<file path="src/pms_pkg.sv">
// Shared constants, types and decode helpers for the power sequencer block
package pms_pkg;

	// Clock rate
	localparam int CLK_MHZ = 50;

	// Power-up timing, printed units then cycles
	localparam int T_REG_RAMP_US = 100;
	localparam int REG_RAMP_CYC = T_REG_RAMP_US * CLK_MHZ;
	localparam int T_STEP_US = 1;
	localparam int STEP_CYC = T_STEP_US * CLK_MHZ;
	localparam int T_PGOOD_MS = 80;
	localparam int PGOOD_CYC = T_PGOOD_MS * 1000 * CLK_MHZ;
	localparam int T_RST_NS = 2000;
	localparam int RST_CYC = (T_RST_NS * CLK_MHZ + 999) / 1000;
	localparam int T_INT_US = 64;
	localparam int INT_CYC = T_INT_US * CLK_MHZ;
	localparam int T_BUTTON_S = 5;
	localparam int BUTTON_CYC = T_BUTTON_S * 1000000 * CLK_MHZ;

	// Voltage code: 0.3 V to 1.2 V in 12.5 mV steps, slewing 25 mV/us
	localparam int VID_MIN_MV = 300;
	localparam int VID_MAX_MV = 1200;
	localparam int VID_STEP_UV = 12500;
	localparam int SLEW_UV_PER_US = 25000;
	localparam int VID_MAX_CODE = (VID_MAX_MV - VID_MIN_MV) * 1000 / VID_STEP_UV;
	localparam int SLEW_CYC = VID_STEP_UV * CLK_MHZ / SLEW_UV_PER_US;
	localparam int VID_W = 7;

	// Sequenced rails, in power-up order
	localparam int NRAIL = 4;
	localparam int RAIL_1P5 = 0;
	localparam int RAIL_AON = 1;
	localparam int RAIL_2P1 = 2;
	localparam int RAIL_DEV = 3;

	// Register byte offsets
	localparam logic [7:0] OFS_CPU_MODE = 8'h00;
	localparam logic [7:0] OFS_GFX_MODE = 8'h04;
	localparam logic [7:0] OFS_CPU_LATCH = 8'h08;
	localparam logic [7:0] OFS_GFX_LATCH = 8'h0C;
	localparam logic [7:0] OFS_BOOST = 8'h10;
	localparam logic [7:0] OFS_STATUS = 8'h14;
	localparam logic [7:0] OFS_CPU_CUR = 8'h18;
	localparam logic [7:0] OFS_GFX_CUR = 8'h1C;
	localparam logic [7:0] OFS_TEST = 8'h20;

	// Register reset values and fields
	localparam logic [7:0] CPU_MODE_RST = 8'h24;
	localparam logic [7:0] GFX_MODE_RST = 8'h04;
	localparam logic [7:0] LATCH_RST = 8'h7F;
	localparam logic [8:0] BOOST_RST = 9'h000;
	localparam int MODE_LSB = 0;
	localparam int MODE_W = 3;
	localparam int OVR_BIT = 7;
	localparam int BOOST_ON_BIT = 8;
	localparam int STAT_INT_BIT = 8;
	localparam int CUR_W = 10;

	// Test entry key sequence
	localparam logic [31:0] TEST_KEY1 = 32'h0000_00A5;
	localparam logic [31:0] TEST_KEY2 = 32'h0000_005A;
	localparam logic [31:0] TEST_ENTER = 32'h0000_00C3;

	// Buck mode codes
	localparam logic [2:0] MODE_OFF = 3'h4;
	localparam logic [2:0] MODE_PFM = 3'h5;
	localparam logic [2:0] MODE_AUTO = 3'h6;
	localparam logic [2:0] MODE_PWM = 3'h7;

	// Latch enable codes per core
	localparam logic [1:0] LE_CPU = 2'h1;
	localparam logic [1:0] LE_GFX = 2'h2;

	typedef enum {BM_OFF, BM_PFM, BM_AUTO, BM_PWM} pms_buck_mode_e;

	typedef struct packed {
		logic enable;
		logic discharge;
		logic pulse_freq_mode;
		logic pulse_skip;
		logic pwm;
		logic test;
		logic current_limit;
		logic fault;
	} pms_buck_out_s;

	localparam pms_buck_out_s BUCK_OUT_RST = 8'h40;

	typedef struct packed {
		logic [6:0] code;
		logic busy;
	} pms_vid_out_s;

	// Mode field decode; reserved codes act as off
	function automatic pms_buck_mode_e buck_decode(input logic [2:0] code);
		pms_buck_mode_e m;
		m = BM_OFF;
		case (code)
			MODE_PFM: m = BM_PFM;
			MODE_AUTO: m = BM_AUTO;
			MODE_PWM: m = BM_PWM;
			default: m = BM_OFF;
		endcase
		return m;
	endfunction

	// True when the latch-enable pair selects exactly this core
	function automatic logic vid_selected(input logic [1:0] le, input logic [1:0] code);
		return le == code;
	endfunction

endpackage

</file>
<file path="src/pms_sequencer.sv">
// Power sequencer top: power-up order, turn-off events, APB registers
//
// The address map and the APB register port are this design's own decisions.
`timescale 1ns/100ps
module pms_sequencer
#(
	parameter int REG_RAMP_CYCLES = pms_pkg::REG_RAMP_CYC,
	parameter int PGOOD_CYCLES = pms_pkg::PGOOD_CYC,
	parameter int BUTTON_CYCLES = pms_pkg::BUTTON_CYC
)
(
	// Clock, reset, enable
	input wire logic pclk,
	input wire logic presetn,
	input wire logic clk_en,
	// APB slave
	input wire logic psel,
	input wire logic penable,
	input wire logic pwrite,
	input wire logic [7:0] paddr,
	input wire logic [31:0] pwdata,
	output logic [31:0] prdata,
	output logic pready,
	output logic pslverr,
	// Power events
	input wire logic turn_on_event,
	input wire logic supply_undervolt_falling,
	input wire logic power_button_in,
	input wire logic thermal_shutdown_in,
	input wire logic thermal_trip_n_in,
	input wire logic battery_overcurrent_det,
	// Sequenced rails
	input wire logic [3:0] rail_ok,
	output logic [3:0] rail_en,
	output logic internal_reg_en,
	output logic power_good_out,
	output logic reset_n_out,
	output logic host_interrupt_out,
	// Core voltage code
	input wire logic [6:0] volt_code_bus,
	input wire logic [1:0] volt_code_latch_en,
	output pms_pkg::pms_vid_out_s cpu_dac,
	output pms_pkg::pms_vid_out_s gfx_dac,
	// Core bucks
	input wire logic cpu_oc_det,
	input wire logic gfx_oc_det,
	input wire logic cpu_load_light,
	input wire logic gfx_load_light,
	input wire logic [9:0] cpu_current_adc,
	input wire logic [9:0] gfx_current_adc,
	output pms_pkg::pms_buck_out_s cpu_buck,
	output pms_pkg::pms_buck_out_s gfx_buck,
	output logic cpu_core_fault,
	output logic regulator_fault_irq,
	// Boost
	output logic boost_on,
	output logic [7:0] boost_level
);
	import pms_pkg::*;

	typedef enum {ST_OFF, ST_REG_RAMP, ST_STEP_DLY, ST_RAIL_RAMP, ST_PG_WAIT, ST_RST_WAIT,
		ST_INT_WAIT, ST_ACTIVE, ST_SYS_OFF, ST_UV_OFF} pms_seq_e;

	pms_seq_e state;
	logic [31:0] timer;
	logic [31:0] btn_cnt;
	logic [1:0] rail_idx;
	logic turn_off;
	logic btn_long;
	logic enter_active;
	logic int_pending;

	logic [7:0] mode_reg [2];
	logic [7:0] latch_reg [2];
	logic [8:0] boost_reg;
	logic [9:0] cur_reg [2];
	logic [1:0] key_stage;
	logic test_mode;

	logic setup;
	logic wr;
	logic addr_ok;
	logic [31:0] rd_val;
	pms_buck_out_s buck_q [2];
	pms_vid_out_s vid_q [2];

	// Turn-off events
	always_comb
	begin
		turn_off = btn_long || thermal_shutdown_in || !thermal_trip_n_in
			|| battery_overcurrent_det;
		enter_active = clk_en && (state == ST_INT_WAIT) && (timer == 32'(INT_CYC - 1));
	end

	// Power button hold counter
	always_ff @(posedge pclk or negedge presetn)
	begin
		if (!presetn)
		begin
			btn_cnt <= '0;
			btn_long <= 1'b0;
		end
		else if (clk_en)
		begin
			if (!power_button_in)
			begin
				btn_cnt <= '0;
				btn_long <= 1'b0;
			end
			else if (btn_cnt >= 32'(BUTTON_CYCLES))
				btn_long <= 1'b1;
			else
				btn_cnt <= btn_cnt + 32'h1;
		end
	end

	// Power sequence state machine
	always_ff @(posedge pclk or negedge presetn)
	begin
		if (!presetn)
		begin
			state <= ST_OFF;
			timer <= '0;
			rail_idx <= '0;
			rail_en <= '0;
			internal_reg_en <= 1'b0;
			power_good_out <= 1'b0;
			reset_n_out <= 1'b0;
		end
		else if (clk_en)
		begin
			timer <= timer + 32'h1;
			if (supply_undervolt_falling)
			begin
				state <= ST_UV_OFF;
				rail_en <= '0;
				internal_reg_en <= 1'b0;
				power_good_out <= 1'b0;
				reset_n_out <= 1'b0;
			end
			else if (turn_off && state != ST_OFF && state != ST_SYS_OFF && state != ST_UV_OFF)
			begin
				state <= ST_SYS_OFF;
				rail_en <= '0;
				power_good_out <= 1'b0;
				reset_n_out <= 1'b0;
			end
			else
			begin
				case (state)
					ST_OFF, ST_SYS_OFF, ST_UV_OFF:
					begin
						if (turn_on_event)
						begin
							state <= ST_REG_RAMP;
							internal_reg_en <= 1'b1;
							rail_idx <= '0;
							timer <= '0;
						end
					end
					ST_REG_RAMP:
					begin
						if (timer == 32'(REG_RAMP_CYCLES - 1))
						begin
							state <= ST_STEP_DLY;
							timer <= '0;
						end
					end
					ST_STEP_DLY:
					begin
						if (timer == 32'(STEP_CYC - 1))
						begin
							rail_en[rail_idx] <= 1'b1;
							state <= ST_RAIL_RAMP;
						end
					end
					ST_RAIL_RAMP:
					begin
						timer <= '0;
						if (rail_ok[rail_idx])
						begin
							rail_idx <= rail_idx + 2'h1;
							state <= (rail_idx == 2'(NRAIL - 1)) ? ST_PG_WAIT : ST_STEP_DLY;
						end
					end
					ST_PG_WAIT:
					begin
						if (timer == 32'(PGOOD_CYCLES - 1))
						begin
							power_good_out <= 1'b1;
							state <= ST_RST_WAIT;
							timer <= '0;
						end
					end
					ST_RST_WAIT:
					begin
						if (timer == 32'(RST_CYC - 1))
						begin
							reset_n_out <= 1'b1;
							state <= ST_INT_WAIT;
							timer <= '0;
						end
					end
					ST_INT_WAIT:
					begin
						if (timer == 32'(INT_CYC - 1))
							state <= ST_ACTIVE;
					end
					ST_ACTIVE:
					begin
						timer <= '0;
					end
					default:
					begin
						state <= ST_OFF;
					end
				endcase
			end
		end
	end

	// APB strobes
	always_comb
	begin
		setup = psel && !penable;
		wr = psel && penable && pready && pwrite && addr_ok;
	end

	// Host interrupt flag; set wins over a clear
	always_ff @(posedge pclk or negedge presetn)
	begin
		if (!presetn)
		begin
			int_pending <= 1'b0;
			host_interrupt_out <= 1'b0;
		end
		else if (clk_en)
		begin
			if (enter_active)
				int_pending <= 1'b1;
			else if (wr && paddr == OFS_STATUS && pwdata[STAT_INT_BIT])
				int_pending <= 1'b0;
			host_interrupt_out <= int_pending || enter_active;
		end
	end

	// Mode, latch and boost registers
	always_ff @(posedge pclk or negedge presetn)
	begin
		if (!presetn)
		begin
			mode_reg[0] <= CPU_MODE_RST;
			mode_reg[1] <= GFX_MODE_RST;
			latch_reg[0] <= LATCH_RST;
			latch_reg[1] <= LATCH_RST;
			boost_reg <= BOOST_RST;
		end
		else if (clk_en && wr)
		begin
			case (paddr)
				OFS_CPU_MODE: mode_reg[0] <= pwdata[7:0];
				OFS_GFX_MODE: mode_reg[1] <= pwdata[7:0];
				OFS_CPU_LATCH: latch_reg[0] <= pwdata[7:0];
				OFS_GFX_LATCH: latch_reg[1] <= pwdata[7:0];
				OFS_BOOST: boost_reg <= pwdata[8:0];
				default: ;
			endcase
		end
	end

	// Keyed test entry: three exact writes in a row
	always_ff @(posedge pclk or negedge presetn)
	begin
		if (!presetn)
		begin
			key_stage <= '0;
			test_mode <= 1'b0;
		end
		else if (clk_en && wr && paddr == OFS_TEST)
		begin
			if (key_stage == 2'h0 && pwdata == TEST_KEY1)
				key_stage <= 2'h1;
			else if (key_stage == 2'h1 && pwdata == TEST_KEY2)
				key_stage <= 2'h2;
			else if (key_stage == 2'h2 && pwdata == TEST_ENTER)
			begin
				key_stage <= 2'h0;
				test_mode <= 1'b1;
			end
			else
			begin
				key_stage <= 2'h0;
				test_mode <= 1'b0;
			end
		end
	end

	// Current samples and boost outputs
	always_ff @(posedge pclk or negedge presetn)
	begin
		if (!presetn)
		begin
			cur_reg[0] <= '0;
			cur_reg[1] <= '0;
			boost_on <= 1'b0;
			boost_level <= '0;
			cpu_core_fault <= 1'b0;
			regulator_fault_irq <= 1'b0;
		end
		else if (clk_en)
		begin
			cur_reg[0] <= cpu_current_adc;
			cur_reg[1] <= gfx_current_adc;
			boost_on <= boost_reg[BOOST_ON_BIT] || test_mode;
			boost_level <= boost_reg[7:0];
			cpu_core_fault <= buck_q[0].fault;
			regulator_fault_irq <= buck_q[0].fault || buck_q[1].fault;
		end
	end

	// Read mux; captured voltage codes stay out of it
	always_comb
	begin
		addr_ok = 1'b1;
		rd_val = '0;
		case (paddr)
			OFS_CPU_MODE: rd_val = {24'h0, mode_reg[0]};
			OFS_GFX_MODE: rd_val = {24'h0, mode_reg[1]};
			OFS_CPU_LATCH: rd_val = {24'h0, latch_reg[0]};
			OFS_GFX_LATCH: rd_val = {24'h0, latch_reg[1]};
			OFS_BOOST: rd_val = {23'h0, boost_reg};
			OFS_STATUS: rd_val = {18'h0, regulator_fault_irq, cpu_core_fault, test_mode,
				int_pending, reset_n_out, power_good_out, rail_en, 4'(state)};
			OFS_CPU_CUR: rd_val = {22'h0, cur_reg[0]};
			OFS_GFX_CUR: rd_val = {22'h0, cur_reg[1]};
			OFS_TEST: rd_val = {31'h0, test_mode};
			default: addr_ok = 1'b0;
		endcase
	end

	// APB answer: one wait-free access phase
	always_ff @(posedge pclk or negedge presetn)
	begin
		if (!presetn)
		begin
			prdata <= '0;
			pready <= 1'b0;
			pslverr <= 1'b0;
		end
		else if (clk_en)
		begin
			pready <= setup;
			pslverr <= setup && !addr_ok;
			if (setup)
				prdata <= pwrite ? 32'h0 : rd_val;
		end
	end

	// Per-core buck and voltage code logic
	for (genvar i = 0; i < 2; i++)
	begin : g_core
		pms_buck_ctrl u_buck
		(
			.pclk(pclk),
			.presetn(presetn),
			.clk_en(clk_en),
			.mode(mode_reg[i][MODE_LSB +: MODE_W]),
			.test_mode(test_mode),
			.oc_det(i == 0 ? cpu_oc_det : gfx_oc_det),
			.load_light(i == 0 ? cpu_load_light : gfx_load_light),
			.ctrl(buck_q[i])
		);
		pms_vid_latch u_vid
		(
			.pclk(pclk),
			.presetn(presetn),
			.clk_en(clk_en),
			.volt_code_bus(volt_code_bus),
			.volt_code_latch_en(volt_code_latch_en),
			.sel_code(i == 0 ? LE_CPU : LE_GFX),
			.volt_code_override(latch_reg[i][OVR_BIT]),
			.sw_code(latch_reg[i][6:0]),
			.dac(vid_q[i])
		);
	end

	// Submodule flops drive the ports directly
	assign cpu_buck = buck_q[0];
	assign gfx_buck = buck_q[1];
	assign cpu_dac = vid_q[0];
	assign gfx_dac = vid_q[1];

endmodule

</file>
<file path="src/pms_buck_ctrl.sv">
// Buck regulator operating-mode decode and over-current flagging
`timescale 1ns/100ps
module pms_buck_ctrl
(
	// Clock and reset
	input wire logic pclk,
	input wire logic presetn,
	input wire logic clk_en,
	// Control
	input wire logic [2:0] mode,
	input wire logic test_mode,
	// Analog status
	input wire logic oc_det,
	input wire logic load_light,
	// Regulator controls
	output pms_pkg::pms_buck_out_s ctrl
);
	import pms_pkg::*;

	pms_buck_mode_e m;
	logic on;

	// Mode decode
	always_comb
	begin
		m = buck_decode(mode);
		on = (m != BM_OFF) || test_mode;
	end

	// Registered regulator controls
	always_ff @(posedge pclk or negedge presetn)
	begin
		if (!presetn)
		begin
			ctrl <= BUCK_OUT_RST;
		end
		else if (clk_en)
		begin
			ctrl.enable <= on;
			ctrl.discharge <= !on;
			ctrl.pulse_freq_mode <= (m == BM_PFM) && !test_mode;
			ctrl.pulse_skip <= (m == BM_AUTO) && load_light && !test_mode;
			ctrl.pwm <= ((m == BM_PWM) || ((m == BM_AUTO) && !load_light)) && !test_mode;
			ctrl.test <= test_mode;
			ctrl.current_limit <= on && oc_det;
			ctrl.fault <= on && oc_det;
		end
	end

endmodule

</file>
<file path="src/pms_vid_latch.sv">
// Voltage-code capture from the shared bus and slewed DAC code
`timescale 1ns/100ps
module pms_vid_latch
(
	// Clock and reset
	input wire logic pclk,
	input wire logic presetn,
	input wire logic clk_en,
	// Shared bus
	input wire logic [6:0] volt_code_bus,
	input wire logic [1:0] volt_code_latch_en,
	input wire logic [1:0] sel_code,
	// Software source
	input wire logic volt_code_override,
	input wire logic [6:0] sw_code,
	// DAC drive
	output pms_pkg::pms_vid_out_s dac
);
	import pms_pkg::*;

	logic [6:0] captured;
	logic [6:0] target;
	logic [6:0] next_target;
	logic [5:0] slew_cnt;

	// Capture only while this core alone is selected
	always_ff @(posedge pclk or negedge presetn)
	begin
		if (!presetn)
			captured <= LATCH_RST[6:0];
		else if (clk_en && vid_selected(volt_code_latch_en, sel_code))
			captured <= volt_code_bus;
	end

	// Source select and range clamp
	always_comb
	begin
		next_target = volt_code_override ? sw_code : captured;
		if (next_target > 7'(VID_MAX_CODE))
			next_target = 7'(VID_MAX_CODE);
	end

	// Target register
	always_ff @(posedge pclk or negedge presetn)
	begin
		if (!presetn)
			target <= 7'(VID_MAX_CODE);
		else if (clk_en)
			target <= next_target;
	end

	// Step one code per slew interval toward target
	always_ff @(posedge pclk or negedge presetn)
	begin
		if (!presetn)
		begin
			dac <= '0;
			slew_cnt <= '0;
		end
		else if (clk_en)
		begin
			dac.busy <= dac.code != target;
			if (dac.code == target)
				slew_cnt <= '0;
			else if (slew_cnt == 6'(SLEW_CYC - 1))
			begin
				slew_cnt <= '0;
				dac.code <= (dac.code < target) ? dac.code + 7'h01 : dac.code - 7'h01;
			end
			else
				slew_cnt <= slew_cnt + 6'h01;
		end
	end

endmodule

</file>
<file path="config.mk">
export PLATFORM = sky130hd
export DESIGN_NAME = pms_sequencer
export DESIGN_NICKNAME = d
export VERILOG_FILES = /design/src/pms_pkg.sv /design/src/pms_sequencer.sv /design/src/pms_buck_ctrl.sv /design/src/pms_vid_latch.sv
export SDC_FILE = /design/constraint.sdc
export NUM_CORES = 1
export LEC_CHECK = 0
export BUFFER_PORTS_ARGS = -buffer_cell sky130_fd_sc_hd__buf_2
export CAP_MARGIN = 20
export CORE_MARGIN = 5
export CORE_UTILIZATION = 53
export DETAILED_ROUTE_END_ITERATION = 12
export PLACE_DENSITY = 0.75
export SYNTH_ARGS = -nofsm -noshare
export SYNTH_HDL_FRONTEND = slang
export SYNTH_SLANG_ARGS = --single-unit
</file>
<file path="constraint.sdc">
create_clock -name pclk -period 3.72 [get_ports pclk]
set_input_delay 0.372 -clock pclk [delete_from_list [all_inputs] [get_ports pclk]]
set_output_delay 0.372 -clock pclk [all_outputs]
set_load 0.005 [all_outputs]
</file>
==> results.py <==
metrics = {
    "drt": {
        "avgRoutedWirePerCell_um": 18.8,
        "dr.pass1.iters": 6,
        "vias": 9414,
        "drt_iter0_drc": 676,
        "post-route-drc-count": 0,
        "drt_wl_total_mm": 30.3,
        "vias_per_cell": 5.85,
        "ant_nets": 0,
    },
    "synthesis": {
        "synthArstFlopShare_pct": 100,
        "synth_top_flop_cell": "dfrtp_1",
        "synth_edf_count": 0,
        "netlist_instances": 1156,
        "synth_cell_types": 66,
        "ys_seq_elements": 240,
        "mappedNetlistArea_mm2": 0.0123,
        "synth_area_per_cell_um2": 10.6,
        "yosys_warnings": 0,
        "ys_seq_area_share_pct": 49.3,
    },
    "clocking": {
        "clk_latency_ns": 0.54,
        "htree_num_levels": 1,
        "cts-root-buf": "clkbuf_16",
        "clock_sinks": 240,
        "cts_tree": "yes",
        "clk_pin_slew_worst_paths_ns": 0.06,
        "cts_buffer_depth": 3,
        "cts_buffers": 26,
        "cts_resized": 0,
        "cts_setup_buffers": 0,
    },
    "grt": {
        "grt_pass1_vias": 9513,
        "antenna_found_initial": 0,
        "grt_max_degree": 106,
        "overflow": 0,
        "grt_pass1_wl_mm": 49.6,
        "grt_usage_pct": 22.8,
    },
    "min_path": {
        "whs_path_depth": 2,
        "hp-start": "cpu_current_adc[9]",
        "holdPathEnd": "cur_reg[19]",
        "hp-class": "primary input to flop",
    },
    "worst_setup_path": {
        "crit_start": "g_core[0].u_vid.target[6]",
        "timing.rr.start": "g_core[0].u_vid.target[6]",
        "crit_path_max_fanout": 7,
        "r2r-end": "g_core[0].u_vid.dac[7]",
        "arrival_ns": 3.56,
        "end_kind": "flop",
        "crit_type": "flop to flop",
        "rrSetupSlack_ns": 0.58,
        "crit_required_ns": 4.14,
        "reg2reg_depth": 12,
        "startpoint_type": "flop",
    },
    "timing": {
        "hold_slack_ns": 0.0577,
        "finalSetupViolCount": 0,
        "timing.fmax_mhz": 319,
        "rsz0062_at_grt": "false",
        "relSlewSlack_pct": 33.0,
        "hold_viol": 0,
        "period_share_pct": 84.3,
        "tightest_slew_ns": 1.00,
        "slew_violations": 0,
        "layout_min_cycle_time_ns": 3.14,
        "setup_tns_ns": 0,
        "skew_ns": 0.0269,
    },
    "floorplan": {
        "io_pins": 174,
        "initial_utilization_pct": 54.0,
        "fp.dieArea_mm2": 0.0263,
        "core-area_mm2": 0.0227,
        "die_h_um": 162,
        "rows": 55,
        "die_w_um": 162,
    },
    "power": {
        "ir_worst_vdd_mv": 0.352,
        "p_comb_share_pct": 13.2,
        "p_int_uw": 4860,
        "clockPowerShare_pct": 41.0,
        "switching_power_uw": 1760,
        "power.density_mw_per_mm2": 468,
        "leakagePower_uw": 0.00660,
        "sw_frac_of_total_pct": 26.5,
        "seqPwrFrac_pct": 45.9,
    },
    "outcome": {
        "status": "finished, final reports clean",
    },
    "layout": {
        "finish.utilization_pct": 62.3,
        "layout_common_cells": "dfrtp_1, buf_2, nor2_1",
        "areaGrowthSynthToFinish_pct": 15.4,
        "final_common_cell": "dfrtp_1",
        "diodes": 0,
        "drive_gt1_share_pct": 27.8,
        "layout.nets": 1431,
    },
    "placed_design": {
        "gp_congestion": 0.911,
        "port_buffers": 155,
        "dp_hpwl_mm": 21.6,
    },
    "job": {
        "cap_violations": 0,
    },
}
-- area by class of cell --
class,count,area (µm²)
inverter,44,165
sequential,240,6050
fill,1860,8550
clock buffer,38,776
timing repair buffer,168,901
clock inverter,10,136
tap,285,357
multi-input combinational,824,5770
-- synth_stat cells, drive strengths merged (6+ instances only) --
master	number	area (µm²)
nand3	39	195
a31oi	11	68.8
and3	17	111
nor2b	10	62.6
xor2	19	166
dfstp	37	972
o21ai	56	280
a21o	20	150
mux2	98	1100
nand4	16	100
xnor2	35	307
o22ai	7	43.8
ha	36	450
a22o	12	105
a21oi	46	230
clkbuf	34	128
nor3	24	145
o31ai	6	45.0
and2	10	62.6
dfrtp	203	5080
nor2	111	417
nand3b	8	60.1
a22oi	8	60.1
nand2b	20	125
nor4	20	131
buf	31	220
a222oi	18	180
mux2i	11	110
nor4b	8	76.3
or3	16	100
inv	44	165
o2bb2ai	12	105
nand2	62	235
nand4b	6	52.6
-- worst max-delay path by stage --
stage,cells after the start,end
floorplan,12,g_core[0].u_vid.dac[7]
global placement,12,g_core[0].u_vid.dac[7]
detailed placement,12,g_core[0].u_vid.dac[7]
CTS,12,g_core[0].u_vid.dac[7]
global route,12,g_core[0].u_vid.dac[7]
finish,12,g_core[0].u_vid.dac[7]
-- worst max-delay path: stages (launching register included) --
cell and delay, ns:
dfstp_2 0.53, inv_1 0.04, ha_1 0.27, nand4_1 0.11, o211ai_1 0.64, ha_1 0.40, a21o_1 0.19, a21oi_1 0.22
o21bai_1 0.09, a21oi_1 0.19, xnor2_1 0.13, nand2b_1 0.08, xnor2_1 0.12
-- stage by stage --
stage	instance area (µm²)	worst slack [ns]	std cells	total power [µW]
CTS	14200	0.604	1609	6670
detailed placement	13200	0.622	1560	3950
finish	14200	0.584	1609	6620
global placement	13200	0.765	1560	3920
global route	14200	0.356	1609	6920
floorplan	12300	0.935	1173	3650
-- cells by family (layout without fill, tap and decap cells) --
kind of cell / count (synthesis) / after routing / synth area share, %
simple gates: 386 / 386 / 16.6
flops: 240 / 240 / 49.3
compound gates: 218 / 218 / 12.0
mux: 110 / 110 / 10.1
buf+inv: 109 / 260 / 4.18
xor+xnor: 54 / 54 / 3.85
fa+ha+maj: 38 / 38 / 4.00
other cells: 1 / 18 / 0.0306
-- per-layer routing --
layer / vias to the layer above / routed length (µm) / GRT usage (%)
met4: 0 / 622 / 5.69
met5: - / 0 / 0
met2: 291 / 14600 / 38.0
li1: 4442 / - / -
met1: 4634 / 13100 / 30.8
met3: 47 / 1930 / 4.77
-- what timing repair did --
item / in CTS / in global routing
hold endpoints to repair: 48 / 0
hold buffers: 1 / 0
setup endpoints to repair: 0 / 0
-- power groups by stage --
stage / sequential, µW / combinational (µW) / clock [µW]
CTS: 3040 / 876 / 2760
detailed placement: 3080 / 871 / 0
global placement: 3070 / 845 / 0
floorplan: 2970 / 684 / 0
finish: 3040 / 871 / 2710
global route: 3070 / 982 / 2860
Note: power is estimated with default switching activity, not from simulation.
